### config.mk
export PLATFORM = sky130hd
export DESIGN_NAME = mcp_master_clock_ctrl
export DESIGN_NICKNAME = d
export VERILOG_FILES = /design/src/mcp_pkg.sv /design/src/mcp_master_clock_ctrl.sv /design/src/mcp_edge_div.sv /design/src/mcp_lock_timer.sv
export VERILOG_INCLUDE_DIRS = /design/src
export SDC_FILE = /design/constraint.sdc
export NUM_CORES = 1
export LEC_CHECK = 0
export ABC_CLOCK_PERIOD_IN_PS = 7500
export BUFFER_PORTS_ARGS = -buffer_cell sky130_fd_sc_hd__buf_2
export CAP_MARGIN = 0
export CORE_MARGIN = 4
export CORE_UTILIZATION = 39
export CTS_CLUSTER_DIAMETER = 30
export DETAILED_ROUTE_END_ITERATION = 6
export PLACE_DENSITY = 0.66
export SLEW_MARGIN = 0
export SYNTH_ARGS = -nofsm -noshare
export SYNTH_HDL_FRONTEND = slang
export SYNTH_SLANG_ARGS = --single-unit
### constraint.sdc
create_clock -name clk_sys -period 7.5 [get_ports clk_sys]
set_clock_uncertainty 0.15 [all_clocks]
set_input_delay 2.25 -clock clk_sys [delete_from_list [all_inputs] [get_ports clk_sys]]
set_output_delay 2.25 -clock clk_sys [all_outputs]
set_load 0.005 [all_outputs]
### src/mcp_cfg.svh
`ifndef MCP_CFG_SVH
`define MCP_CFG_SVH

// register offsets
`define MCP_ADDR_FB      16'hF000
`define MCP_ADDR_PRESC   16'hF001
`define MCP_ADDR_SRC     16'hF002
`define MCP_ADDR_START   16'hF003
`define MCP_ADDR_LOCK    16'hF004
`define MCP_ADDR_BUFFERED_CLOCK_PIN  16'hF005

// reset values
`define MCP_FB_RST       16'h0060
`define MCP_PRESC_RST    16'h0000
`define MCP_SRC_RST      16'h0000
`define MCP_START_RST    16'h0000
`define MCP_BUFFERED_CLOCK_PIN_RST   16'h0000

// field positions
`define MCP_START_BIT    0
`define MCP_LOCK_BIT     0
`define MCP_SRC_BIT      0
`define MCP_BUFFERED_CLOCK_PIN_EN    0
`define MCP_BUFFERED_CLOCK_PIN_DIV_L 1
`define MCP_BUFFERED_CLOCK_PIN_DIV_H 2
`define MCP_PRESC_L      0
`define MCP_PRESC_H      1

// nominal figures
`define MCP_SYSCLK_KHZ   294912
`define MCP_HALF_KHZ     147456
`define MCP_XTAL_RATIO   24

// timing
`define MCP_CLK_PERIOD_NS 4
`define MCP_LOCK_TIME_US  3500
`define MCP_LOCK_CYC      ((`MCP_LOCK_TIME_US * 1000) / `MCP_CLK_PERIOD_NS)
`define MCP_REF_LOSS_NS   8192
`define MCP_REF_LOSS_CYC  (`MCP_REF_LOSS_NS / `MCP_CLK_PERIOD_NS)

`endif

### src/mcp_pkg.sv
package mcp_pkg;

	typedef struct packed {
		logic        wr;
		logic        rd;
		logic [15:0] addr;
		logic [15:0] wdata;
	} mcp_reg_req_t;

	typedef enum logic [3:0] {
		ST_IDLE  = 4'b0001,
		ST_RESET = 4'b0010,
		ST_ACQ   = 4'b0100,
		ST_LOCK  = 4'b1000
	} mcp_pll_state_t;

	// edge-count mask for a divide by 2**sel
	function automatic logic [2:0] mcp_div_mask(input logic [1:0] sel);
		case (sel)
			2'h0:    mcp_div_mask = 3'h0;
			2'h1:    mcp_div_mask = 3'h1;
			2'h2:    mcp_div_mask = 3'h3;
			default: mcp_div_mask = 3'h7;
		endcase
	endfunction

endpackage

### src/mcp_master_clock_ctrl.sv
// Notes on behaviour
// - master clock is prescaled by one, two, four or eight before the PLL.
// - PLL multiplies prescaled input by integer feedback factor, nominal 294.912 MHz.
// - half-rate variants divide PLL output by two, 147.456 MHz nominal.
// - setting start bit resets the PLL and forces a relock.
// - lock status bit 0 set once the PLL is locked and stable.
// - lock is reached about 3.5 ms after enabling.
// - dedicated digital clock output pin driven under its own register.
// - oscillator expects a crystal at nominal system clock over 24.
`include "mcp_cfg.svh"
`timescale 1ns/100ps
`default_nettype none
module mcp_master_clock_ctrl
	import mcp_pkg::*;
#(
	parameter int unsigned LOCK_CYC = `MCP_LOCK_CYC
)
(
	input  wire logic          clk_sys,
	input  wire logic          rst,
	input  wire mcp_reg_req_t  reg_req,
	output logic [15:0]        reg_rdata,
	output logic               reg_rvalid,
	input  wire logic          crystal_in_or_clock_pin,
	input  wire logic          half_rate_strap,
	output logic               crystal_drive_pin,
	output logic               buffered_clock_pin,
	output logic               pll_reset,
	output logic               pll_ref_tick,
	output logic [15:0]        pll_feedback_factor,
	output logic [1:0]         pll_prescale_sel,
	output logic               sysclk_post_div2,
	output logic               sysclk_source_sel,
	output logic               pll_locked
);

	localparam logic [10:0] REF_LOSS = 11'(`MCP_REF_LOSS_CYC - 1);

	// write decode used only for the sequencer's start and stop strobes; the
	// register file decodes the same offsets in its own case statement
	function automatic logic wr_hits(input mcp_reg_req_t req, input logic [15:0] addr);
		wr_hits = req.wr && (req.addr == addr);
	endfunction

	// pll core is held whenever the sequencer is idle or restarting
	function automatic logic pll_held(input mcp_pll_state_t st);
		pll_held = (st == ST_IDLE) || (st == ST_RESET);
	endfunction

	logic [15:0]    feedback_factor_reg_r;
	logic [15:0]    prescale_reg_r;
	logic [15:0]    src_sel_reg_r;
	logic [15:0]    start_reg_r;
	logic [15:0]    buffered_clock_pin_reg_r;
	mcp_pll_state_t state_r;
	mcp_pll_state_t state_nxt;
	logic           start_wr;
	logic           stop_wr;
	logic           acquiring;
	logic           ref_tick;
	logic           buffered_clock_pin_level;
	logic           lock_done;
	logic [10:0]    ref_gap_r;
	logic           ref_lost;
	logic           strap_taken_r;
	logic [15:0]    rdata_nxt;

	assign start_wr = wr_hits(reg_req, `MCP_ADDR_START) && reg_req.wdata[`MCP_START_BIT];

	// a start write with bit 0 clear parks the pll rather than being ignored
	assign stop_wr = wr_hits(reg_req, `MCP_ADDR_START) && !reg_req.wdata[`MCP_START_BIT];

	// writes to the status offset fall into the default arm and are dropped
	// configuration registers
	always_ff @(posedge clk_sys)
	begin
		if (rst)
		begin
			feedback_factor_reg_r <= `MCP_FB_RST;
			prescale_reg_r        <= `MCP_PRESC_RST;
			src_sel_reg_r         <= `MCP_SRC_RST;
			start_reg_r           <= `MCP_START_RST;
			buffered_clock_pin_reg_r          <= `MCP_BUFFERED_CLOCK_PIN_RST;
		end
		else if (reg_req.wr)
		begin
			case (reg_req.addr)
				`MCP_ADDR_FB:     feedback_factor_reg_r <= reg_req.wdata;
				`MCP_ADDR_PRESC:  prescale_reg_r        <= reg_req.wdata;
				`MCP_ADDR_SRC:    src_sel_reg_r         <= reg_req.wdata;
				`MCP_ADDR_START:  start_reg_r           <= reg_req.wdata;
				`MCP_ADDR_BUFFERED_CLOCK_PIN: buffered_clock_pin_reg_r          <= reg_req.wdata;
				default:          ;
			endcase
		end
	end

	// settings take effect only at the start pulse, so a half-written
	// configuration never reaches a running PLL
	always_ff @(posedge clk_sys)
	begin
		if (rst)
		begin
			pll_feedback_factor <= `MCP_FB_RST;
			pll_prescale_sel    <= 2'h0;
			sysclk_source_sel   <= 1'b0;
		end
		else if (start_wr)
		begin
			pll_feedback_factor <= feedback_factor_reg_r;
			pll_prescale_sel    <= prescale_reg_r[`MCP_PRESC_H:`MCP_PRESC_L];
			sysclk_source_sel   <= src_sel_reg_r[`MCP_SRC_BIT];
		end
	end

	mcp_edge_div u_prescale (
		.clk_sys   (clk_sys),
		.rst       (rst),
		.clk_level (crystal_in_or_clock_pin),
		.div_sel   (pll_prescale_sel),
		.tick      (ref_tick),
		.div_level ()
	);

	always_ff @(posedge clk_sys)
	begin
		if (rst)
			pll_ref_tick <= 1'b0;
		else
			pll_ref_tick <= ref_tick && !pll_held(state_r);
	end

	// loss watchdog: slowest legal reference still ticks well inside this gap
	always_ff @(posedge clk_sys)
	begin
		if (rst || ref_tick || state_r == ST_RESET)
			ref_gap_r <= 11'h000;
		else if (!ref_lost)
			ref_gap_r <= ref_gap_r + 11'h001;
	end

	assign ref_lost = (ref_gap_r == REF_LOSS);

	// lock count runs only while acquiring; a lost reference starts it over
	assign acquiring = (state_r == ST_ACQ);

	mcp_lock_timer #(
		.LOCK_CYC (LOCK_CYC)
	) u_lock_timer (
		.clk_sys (clk_sys),
		.rst     (rst),
		.restart (!acquiring || ref_lost),
		.run     (acquiring),
		.done    (lock_done)
	);

	always_comb
	begin
		state_nxt = state_r;
		case (state_r)
			ST_IDLE:
				if (start_wr)
					state_nxt = ST_RESET;
			ST_RESET:
				state_nxt = ST_ACQ;
			ST_ACQ:
				if (lock_done)
					state_nxt = ST_LOCK;
			ST_LOCK:
				if (ref_lost)
					state_nxt = ST_ACQ;
			default:
				state_nxt = ST_IDLE;
		endcase
		if (start_wr)
			state_nxt = ST_RESET;
		else if (stop_wr)
			state_nxt = ST_IDLE;
	end

	always_ff @(posedge clk_sys)
	begin
		if (rst)
			state_r <= ST_IDLE;
		else
			state_r <= state_nxt;
	end

	always_ff @(posedge clk_sys)
	begin
		if (rst)
			pll_reset <= 1'b1;
		else
			pll_reset <= pll_held(state_nxt);
	end

	// flag follows the next state, so it drops on the edge that leaves lock
	// lock flag
	always_ff @(posedge clk_sys)
	begin
		if (rst)
			pll_locked <= 1'b0;
		else
			pll_locked <= (state_nxt == ST_LOCK);
	end

	// strap taken once, so a wobbling pin cannot change the rate mid-run
	// half-rate post divide
	always_ff @(posedge clk_sys)
	begin
		if (rst)
		begin
			strap_taken_r    <= 1'b0;
			sysclk_post_div2 <= 1'b0;
		end
		else if (!strap_taken_r)
		begin
			strap_taken_r    <= 1'b1;
			sysclk_post_div2 <= half_rate_strap;
		end
	end

	// divide select is live, so the pin can be retuned without a relock
	// dedicated clock output
	mcp_edge_div u_buffered_clock_pin (
		.clk_sys   (clk_sys),
		.rst       (rst),
		.clk_level (crystal_in_or_clock_pin),
		.div_sel   (buffered_clock_pin_reg_r[`MCP_BUFFERED_CLOCK_PIN_DIV_H:`MCP_BUFFERED_CLOCK_PIN_DIV_L]),
		.tick      (),
		.div_level (buffered_clock_pin_level)
	);

	always_ff @(posedge clk_sys)
	begin
		if (rst)
			buffered_clock_pin <= 1'b0;
		else
			buffered_clock_pin <= buffered_clock_pin_level & buffered_clock_pin_reg_r[`MCP_BUFFERED_CLOCK_PIN_EN];
	end

	// crystal drive stand-in
	// the real pin is an analog inverter; here only its sense is kept
	always_ff @(posedge clk_sys)
	begin
		if (rst)
			crystal_drive_pin <= 1'b0;
		else
			crystal_drive_pin <= ~crystal_in_or_clock_pin;
	end

	// read data is captured on the strobe edge; a later status change waits
	// for the next read
	always_comb
	begin
		rdata_nxt = 16'h0000;
		case (reg_req.addr)
			`MCP_ADDR_FB:     rdata_nxt = feedback_factor_reg_r;
			`MCP_ADDR_PRESC:  rdata_nxt = prescale_reg_r;
			`MCP_ADDR_SRC:    rdata_nxt = src_sel_reg_r;
			`MCP_ADDR_START:  rdata_nxt = start_reg_r;
			`MCP_ADDR_LOCK:   rdata_nxt[`MCP_LOCK_BIT] = pll_locked;
			`MCP_ADDR_BUFFERED_CLOCK_PIN: rdata_nxt = buffered_clock_pin_reg_r;
			default:          rdata_nxt = 16'h0000;
		endcase
	end

	always_ff @(posedge clk_sys)
	begin
		if (rst)
		begin
			reg_rdata  <= 16'h0000;
			reg_rvalid <= 1'b0;
		end
		else
		begin
			// answer one cycle after the strobe, with no wait states
			reg_rvalid <= reg_req.rd;
			if (reg_req.rd)
				reg_rdata <= rdata_nxt;
		end
	end

endmodule
`default_nettype wire

### src/mcp_edge_div.sv
`timescale 1ns/100ps
`default_nettype none
module mcp_edge_div
	import mcp_pkg::*;
(
	input  wire logic       clk_sys,
	input  wire logic       rst,
	input  wire logic       clk_level,
	input  wire logic [1:0] div_sel,
	output logic            tick,
	output logic            div_level
);

	logic       prev_r;
	logic [2:0] cnt_r;
	logic       rise;

	assign rise = clk_level & ~prev_r;

	always_ff @(posedge clk_sys)
	begin
		if (rst)
			prev_r <= 1'b0;
		else
			prev_r <= clk_level;
	end

	// free count of input edges; its bits are the binary divisions
	always_ff @(posedge clk_sys)
	begin
		if (rst)
			cnt_r <= 3'h0;
		else if (rise)
			cnt_r <= cnt_r + 3'h1;
	end

	always_ff @(posedge clk_sys)
	begin
		if (rst)
			tick <= 1'b0;
		else
			tick <= rise && ((cnt_r & mcp_div_mask(div_sel)) == mcp_div_mask(div_sel));
	end

	always_ff @(posedge clk_sys)
	begin
		if (rst)
			div_level <= 1'b0;
		else
		begin
			case (div_sel)
				2'h0:    div_level <= clk_level;
				2'h1:    div_level <= cnt_r[0];
				2'h2:    div_level <= cnt_r[1];
				default: div_level <= cnt_r[2];
			endcase
		end
	end

endmodule
`default_nettype wire

### src/mcp_lock_timer.sv
`timescale 1ns/100ps
`default_nettype none
module mcp_lock_timer
	import mcp_pkg::*;
#(
	parameter int unsigned LOCK_CYC = 875000
)
(
	input  wire logic clk_sys,
	input  wire logic rst,
	input  wire logic restart,
	input  wire logic run,
	output logic      done
);

	logic [19:0] cnt_r;

	always_ff @(posedge clk_sys)
	begin
		if (rst || restart)
		begin
			cnt_r <= 20'h00000;
			done  <= 1'b0;
		end
		else if (run && !done)
		begin
			cnt_r <= cnt_r + 20'h00001;
			done  <= (cnt_r == 20'(LOCK_CYC - 1));
		end
	end

endmodule
`default_nettype wire

==> results.md, run 1 <==
- CP Launch Type: input pin
- Final Max Tran Viols: 0
- Router iterations before antenna repair: 6
- Initial antenna violation count: 0
- Clock root buffer: clkbuf_16
- Clk pin slew, worst setup/hold paths: 70 ps
- GR peak layer: met2
- Routed Antenna Nets: 0
- Chip height: 139.9 µm
- Top-count cell post-synth: dfxtp_1
- Worst hold path startpoint: pll_feedback_factor[8]$_SDFFE_PP0P_
- Most used DFF post-synth: dfxtp_1
- Largest net degree at the start of global routing: 84
- Die Span X: 139.9 µm
- Initial drt markers: 418
- Post-synthesis register bit count: 168
- Site Rows: 47
- Ratio of cells with drive above 1 in the final layout: 15.50%
- First-pass GRT wire length: 27770 µm
- Synth area leaders: dfxtp_1, nand2_1, mux2i_1
- H-tree lvl count: 4
- Fin crit share: 65.16%
- VDD IR max: 0.1705 mV
- Core area: 0.01682 mm²
- Synth Instances: 759
- Avg Cell Area, Syn: 8.936 µm²
- Placed cell count: 1015
- Sequential area share after synthesis: 49.58%
- Total GRT Usage: 17.53%
- Maximum clock rate: 0.2046 GHz
- Setup_tns: 0 ps
- Final hold vios: 0
- Clock tree buffer depth: 2
- CP Launch Point: reg_req[26]
- Tmin final: 4887 ps
- GRT met2 Usage: 28.74%
- Initial core utilization: 40.33%
- R2r startpoint: ref_gap_r[0]$_SDFFE_PP0N_
- Gpl congestion: 0.8197
- Leakage: 0.002752 µW
- Relative slew margins: 17.77%
- Postcts setup bufs: 0
- Die area: 0.01957 mm²
- DR vias/cell: 5.405
- Measured slew at the worst slew-check pin: 1224 ps
- Post-CTS resize count: 0
- P&R area growth vs syn: 16.09%
- Area leader, netlist: dfxtp_1
- DP HPWL: 10790 µm
- RSZ-0062 raised after global routing: no
- TritonCTS Buffers: 17
- Number of synthesized flops with an enable pin: 0
- Ys async rst share: 0%
- Distinct cells, synth: 56
- CTS sink count: 168
- # setup viols final: 0
- Setup crit end kind: register
- P per Cell Area: 238.1 mW/mm²
- GR met1 Demand/Resource: 22.36%
- Hold buffers post-CTS: 0
- Met3 Track Usage GR: 4.014%
- Commonest cells post-synth: dfxtp_1, nand2_1, nor2_1, a21oi_1, mux2i_1
- WL per Instance: 16.27 µm
- Worst Path Max Fanout: 16
- Drt drc: 0
- Yosys top cell area share: 49.58%
- Final net count: 856
- CTS tree: built
- Synthesized cell area: 0.006783 mm²
- Critical path required time: 7630 ps
- Maximum capacitance violations: 0
- Fin cells: 1047
- Clock Latency Late Sink: 430 ps
- CP Class: input pin to register
- Arrival @ worst endpoint: 5020 ps
- Vias: 5659
- IO Count: 80
- Hold Crit Class: register to register
- Post-Syn Nets: 801
- Status: finished clean
- IO buf count: 79
- Warnings from Yosys: 0
- Routed wire length: 17040 µm
- Total congestion overflow: 0
- Vias in the first global route: 5327
==> layer usage <==
layer	up-vias	wire length (µm)	share of wire, %
li1	2778	-	-
met1	2695	7597	45
met2	151	8175	48
met3	35	867	5.1
met4	0	395	2.3
met5	-	0	0
==> worst paths after layout <==
| kind | cells after the start | to | slack (ps) |
|---|---|---|---|
| setup reg to reg | 5 | u_lock_timer.cnt_r[5]$_SDFFE_PP0P_ | 4930 |
| hold reg to reg | 2 | pll_feedback_factor[8]$_SDFFE_PP0P_ | 300 |
| hold / removal | 2 | pll_feedback_factor[8]$_SDFFE_PP0P_ | 300 |
| setup / recovery | 6 | src_sel_reg_r[4]$_SDFFE_PP0P_ | 2610 |
==> worst max-delay path: stages <==
cell     delay (ps)
buf_2            90
or4_4           550
or4_1           780
nor3b_4         990
mux2i_1         300
nor2_1           50
==> area by class of cell <==
type | count | area, µm²
fillers | 1664 | 8945
clock inverters | 9 | 138.9
repair buffers | 83 | 427.9
diodes | 1 | 2.502
clock buffers | 22 | 464.2
multi-input cells | 539 | 3183
flip-flops and latches | 168 | 3363
inverters | 5 | 18.77
well taps | 220 | 275.3
==> report_power, final <==
part / leakage (µW) / internal (µW) / switching, µW / total [µW]
clock: 0.000296 / 544 / 358 / 902
sequential: 0.00136 / 902 / 6.04 / 908
combinational: 0.00110 / 24.1 / 41.2 / 65.3
total: 0.00275 / 1470 / 405 / 1870
==> kinds of logic (layout without fill, tap and decap cells) <==
group | count (synthesis) | in the layout | share of synthesized area, %
muxes | 39 | 39 | 5.940
adders and majority gates | 4 | 4 | 0.7379
AOI/OAI and AO/OA | 136 | 136 | 13.08
xor gates and xnor gates | 31 | 31 | 4.003
and+or+nand+nor | 329 | 329 | 23.08
buffers and inverters | 52 | 119 | 3.578
other | 0 | 1 | 0
DFF | 168 | 168 | 49.59
==> metrics by stage <==
stage | total power [µW] | cell area (µm²) | setup slack, ps | hold WS (ps) | utilization, %
floorplan | 962.7 | 6783 | 3061 | 277.8 | -
detailed placement | 993.6 | 7268 | 2160 | 291.7 | 43.22
global route | 1937 | 7871 | 2491 | 312.1 | 46.80
finish | 1875 | 7874 | 2613 | 299.6 | 46.82
CTS | 1895 | 7871 | 2613 | 300.6 | 46.80
global placement | 992.7 | 7268 | 2244 | 286.1 | 43.22
==> flip-flops by register name, indices dropped and copies added (netlist names), 2 cells and up <==
register / flops
reg_rdata: 16
start_reg_r: 16
pll_feedback_factor: 16
prescale_reg_r: 16
buffered_clock_pin_reg_r: 16
pll_prescale_sel: 2
u_lock_timer.cnt_r: 20
src_sel_reg_r: 16
u_prescale.cnt_r: 3
ref_gap_r: 11
u_buffered_clock_pin.cnt_r: 3
feedback_factor_reg_r: 16
state_r: 4
==> cells in the final DEF (no fill, tap or decap), types with 11 or more instances in the layout <==
cell | Yosys | final
nand2_1 | 142 | 142
clkbuf_16 | 0 | 17
nand3_1 | 14 | 14
a221oi_1 | 15 | 15
a21oi_1 | 72 | 72
nor2_1 | 92 | 92
nor3_1 | 11 | 11
a222oi_1 | 15 | 15
xor2_1 | 12 | 12
dfxtp_1 | 168 | 168
nand4_1 | 12 | 12
buf_2 | 10 | 78
a211oi_1 | 19 | 19
mux2i_1 | 38 | 38
xnor2_1 | 19 | 19
No activity file was read; power rests on OpenSTA's default activity.
==> inputs of run 2 (changes only) <==
--- a/config.mk
+++ b/config.mk
@@ -6,7 +6,7 @@
 export SDC_FILE = /design/constraint.sdc
 export NUM_CORES = 1
 export LEC_CHECK = 0
-export ABC_CLOCK_PERIOD_IN_PS = 7500
+export ABC_CLOCK_PERIOD_IN_PS = 4530
 export BUFFER_PORTS_ARGS = -buffer_cell sky130_fd_sc_hd__buf_2
 export CAP_MARGIN = 0
 export CORE_MARGIN = 4
==> constraint.sdc (replaced) <==
create_clock -name clk_sys -period 4.53 [get_ports clk_sys]
set_clock_uncertainty 0.15 [all_clocks]
set_input_delay 1.359 -clock clk_sys [delete_from_list [all_inputs] [get_ports clk_sys]]
set_output_delay 1.359 -clock clk_sys [all_outputs]
set_load 0.005 [all_outputs]
==> results.md, run 2 (synthesis results as in run 1) <==
- Relative slew margins: 42.00% (+24 points)
- WHS Path Cells: 2 (unchanged)
- Drt drc: 0 (unchanged)
- Number of flip-flops in the largest register: 20 (unchanged)
- RSZ-0062 raised after global routing: no
- Most frequent cells in the layout: dfxtp_1, nand2_1, nor2_1
- CTS sink count: 168 (unchanged)
- CP Class: input pin to register
- R2r setup slk: 1970 ps (-2960 ps)
- Gpl congestion: 0.7703 (-6.0%)
- Vias in the first global route: 5231 (-1.8%)
- Final Max Tran Viols: 0 (unchanged)
- IO Count: 80 (unchanged)
- P per Cell Area: 373.3 mW/mm² (+57%)
- Utilization after layout: 46.88% (+0.067 points)
- Worst hold path startpoint: pll_feedback_factor[9]$_SDFFE_PP0P_
- DR vias/cell: 5.286 (-2.2%)
- Hold buffers post-CTS: 0 (unchanged)
- Ratio of cells with drive above 1 in the final layout: 16.63% (+1.1 points)
- Critical path required time: 4660 ps (-2970 ps)
- Maximum capacitance violations: 0 (unchanged)
- Final hold vios: 0 (unchanged)
- Post-CTS resize count: 0 (unchanged)
- P&R area growth vs syn: 16.25%
- # setup viols final: 0 (unchanged)
- R2r startpoint: ref_gap_r[0]$_SDFFE_PP0N_
- Routed Antenna Nets: 0 (unchanged)
- Total congestion overflow: 0 (unchanged)
- Tmin final: 3556 ps
- Largest reg by FF count: u_lock_timer.cnt_r
- Largest net degree at the start of global routing: 74 (-12%)
- Sw Ratio: 22.64% (+1.0 points)
- Final net count: 866 (+1.2%)
- Setup crit end kind: register
- Hold Crit Class: register to register
- VDD IR max: 0.2822 mV (+65%)
- Worst R2R Path Depth: 5 (unchanged)
- Status: finished clean
- Clock root buffer: clkbuf_16
- CTS tree: built
- Commonest non-fill, non-tap cell in the layout: dfxtp_1
- Crit Reg-Reg Endpoint: u_lock_timer.cnt_r[5]$_SDFFE_PP0P_
- TritonCTS Buffers: 17 (unchanged)
- Sequential power share: 51.0% (+2.6 points)
- Pwr Total: 2944 µW (+57%)
- IO buf count: 79 (unchanged)
- Dpl cell area: 0.007343 mm² (+1.0%)
- Postcts setup bufs: 0 (unchanged)
- Router iterations before antenna repair: 7 (+1)
- DP HPWL: 10970 µm (+1.7%)
- Switching power total: 666.4 µW (+64%)
- Worst Path Max Fanout: 16 (unchanged)
- Final Cell Area: 0.007885 mm² (+0.14%)
- # diodes: 0 (-1)
- Initial drt markers: 396 (-5.3%)
- Routed wire length: 16890 µm (-0.86%)
- Die area: 0.01957 mm² (unchanged)
- Total GRT Usage: 17.28% (-0.25 points)
- CP Launch Type: input pin
- First-pass GRT wire length: 27390 µm (-1.4%)
- Chip height: 139.9 µm (unchanged)
- Logic pwr share: 3.7% (+0.2 points)
- WL per Instance: 15.99 µm (-1.7%)
- Clock tree buffer depth: 2 (unchanged)
- Hold endpoint: pll_feedback_factor[9]$_SDFFE_PP0P_
- Initial core utilization: 40.33% (unchanged)
- Maximum clock rate: 0.2812 GHz
- Fin crit share: 78.50%
- Initial antenna violation count: 0 (unchanged)
- Site Rows: 47 (unchanged)
- Setup_tns: 0 ps (unchanged)
- Internal power: 2277 µW (+55%)
- Clk pin slew, worst setup/hold paths: 70 ps (about the same)
- Measured slew at the worst slew-check pin: 867.5 ps (-356.8 ps)
- H-tree lvl count: 4 (unchanged)
- Clock Latency Late Sink: 420 ps (about the same)
- Die Span X: 139.9 µm (unchanged)
- Leakage: 0.002767 µW (+0.56%)
- Arrival @ worst endpoint: 3690 ps (-1330 ps)
- Vias: 5582 (-1.4%)
- Core area: 0.01682 mm² (unchanged)
- Clock power frac: 45.3% (-2.8 points)
## run 2: cell types whose count changed in the layout (fill, tap and decap cells not counted), sizes merged
cell	change
inv	-1
diode	-1
clkinvlp	+3
clkinv	+1
bufinv	-3
buf	+10
## run 2: worst max path at each step
stage / startpoint / to / slack, ps
2_1_floorplan: reg_req[26] / src_sel_reg_r[5]$_SDFFE_PP0P_ / 980
3_3_place_gp: reg_req[26] / feedback_factor_reg_r[9]$_SDFFE_PP0P_ / 580
3_5_place_dp: reg_req[26] / feedback_factor_reg_r[11]$_SDFFE_PP0P_ / 550
4_1_cts: reg_req[26] / feedback_factor_reg_r[11]$_SDFFE_PP0P_ / 1000
5_1_grt: reg_req[26] / start_reg_r[11]$_SDFFE_PP0P_ / 890
6_report: reg_req[26] / feedback_factor_reg_r[15]$_SDFFE_PP0P_ / 970
## run 2: per-stage QoR
step	std cells	setup WS, ps	hold slack, ps
after floorplan	759	982.3	277.8
after global placement	1025	579.4	287.1
after detailed placement	1025	550.2	295.2
after CTS	1056	1003	303.7
after global routing	1056	891.3	314.3
final	1056	973.8	300.1
## run 2: worst max-delay path, stage by stage
cell and delay [ps]:
buf_2 90, or4_4 550, or4_1 780, or2_1 630, nand2_1 180, a21oi_1 90
## run 2: area by class of cell
cell class                 instances  area [µm²]
clock buffer                      22       474.2
clock inverter                     9       67.56
timing repair buffer              93       503.0
fill                            1639        8934
inverter                           5       18.77
sequential                       168        3363
tap                              220       275.3
multi-input combinational        539        3183
## run 2: power groups by stage
stage / clock [µW] / combinational [µW] / sequential, µW
after floorplan: 0 / 59.0 / 1530
after global placement: 0 / 109 / 1540
after detailed placement: 0 / 110 / 1540
after CTS: 1360 / 110 / 1500
after global routing: 1420 / 122 / 1500
final: 1330 / 109 / 1500
## run 2: routing by layer
layer  routed length, µm  up-vias  track usage, %
met3                 972       14           4.151
met1                7675     2639           22.99
met2                8071      141           27.91
met4                 170        0           5.252
li1                    -     2788               -
met5                   0        -               0
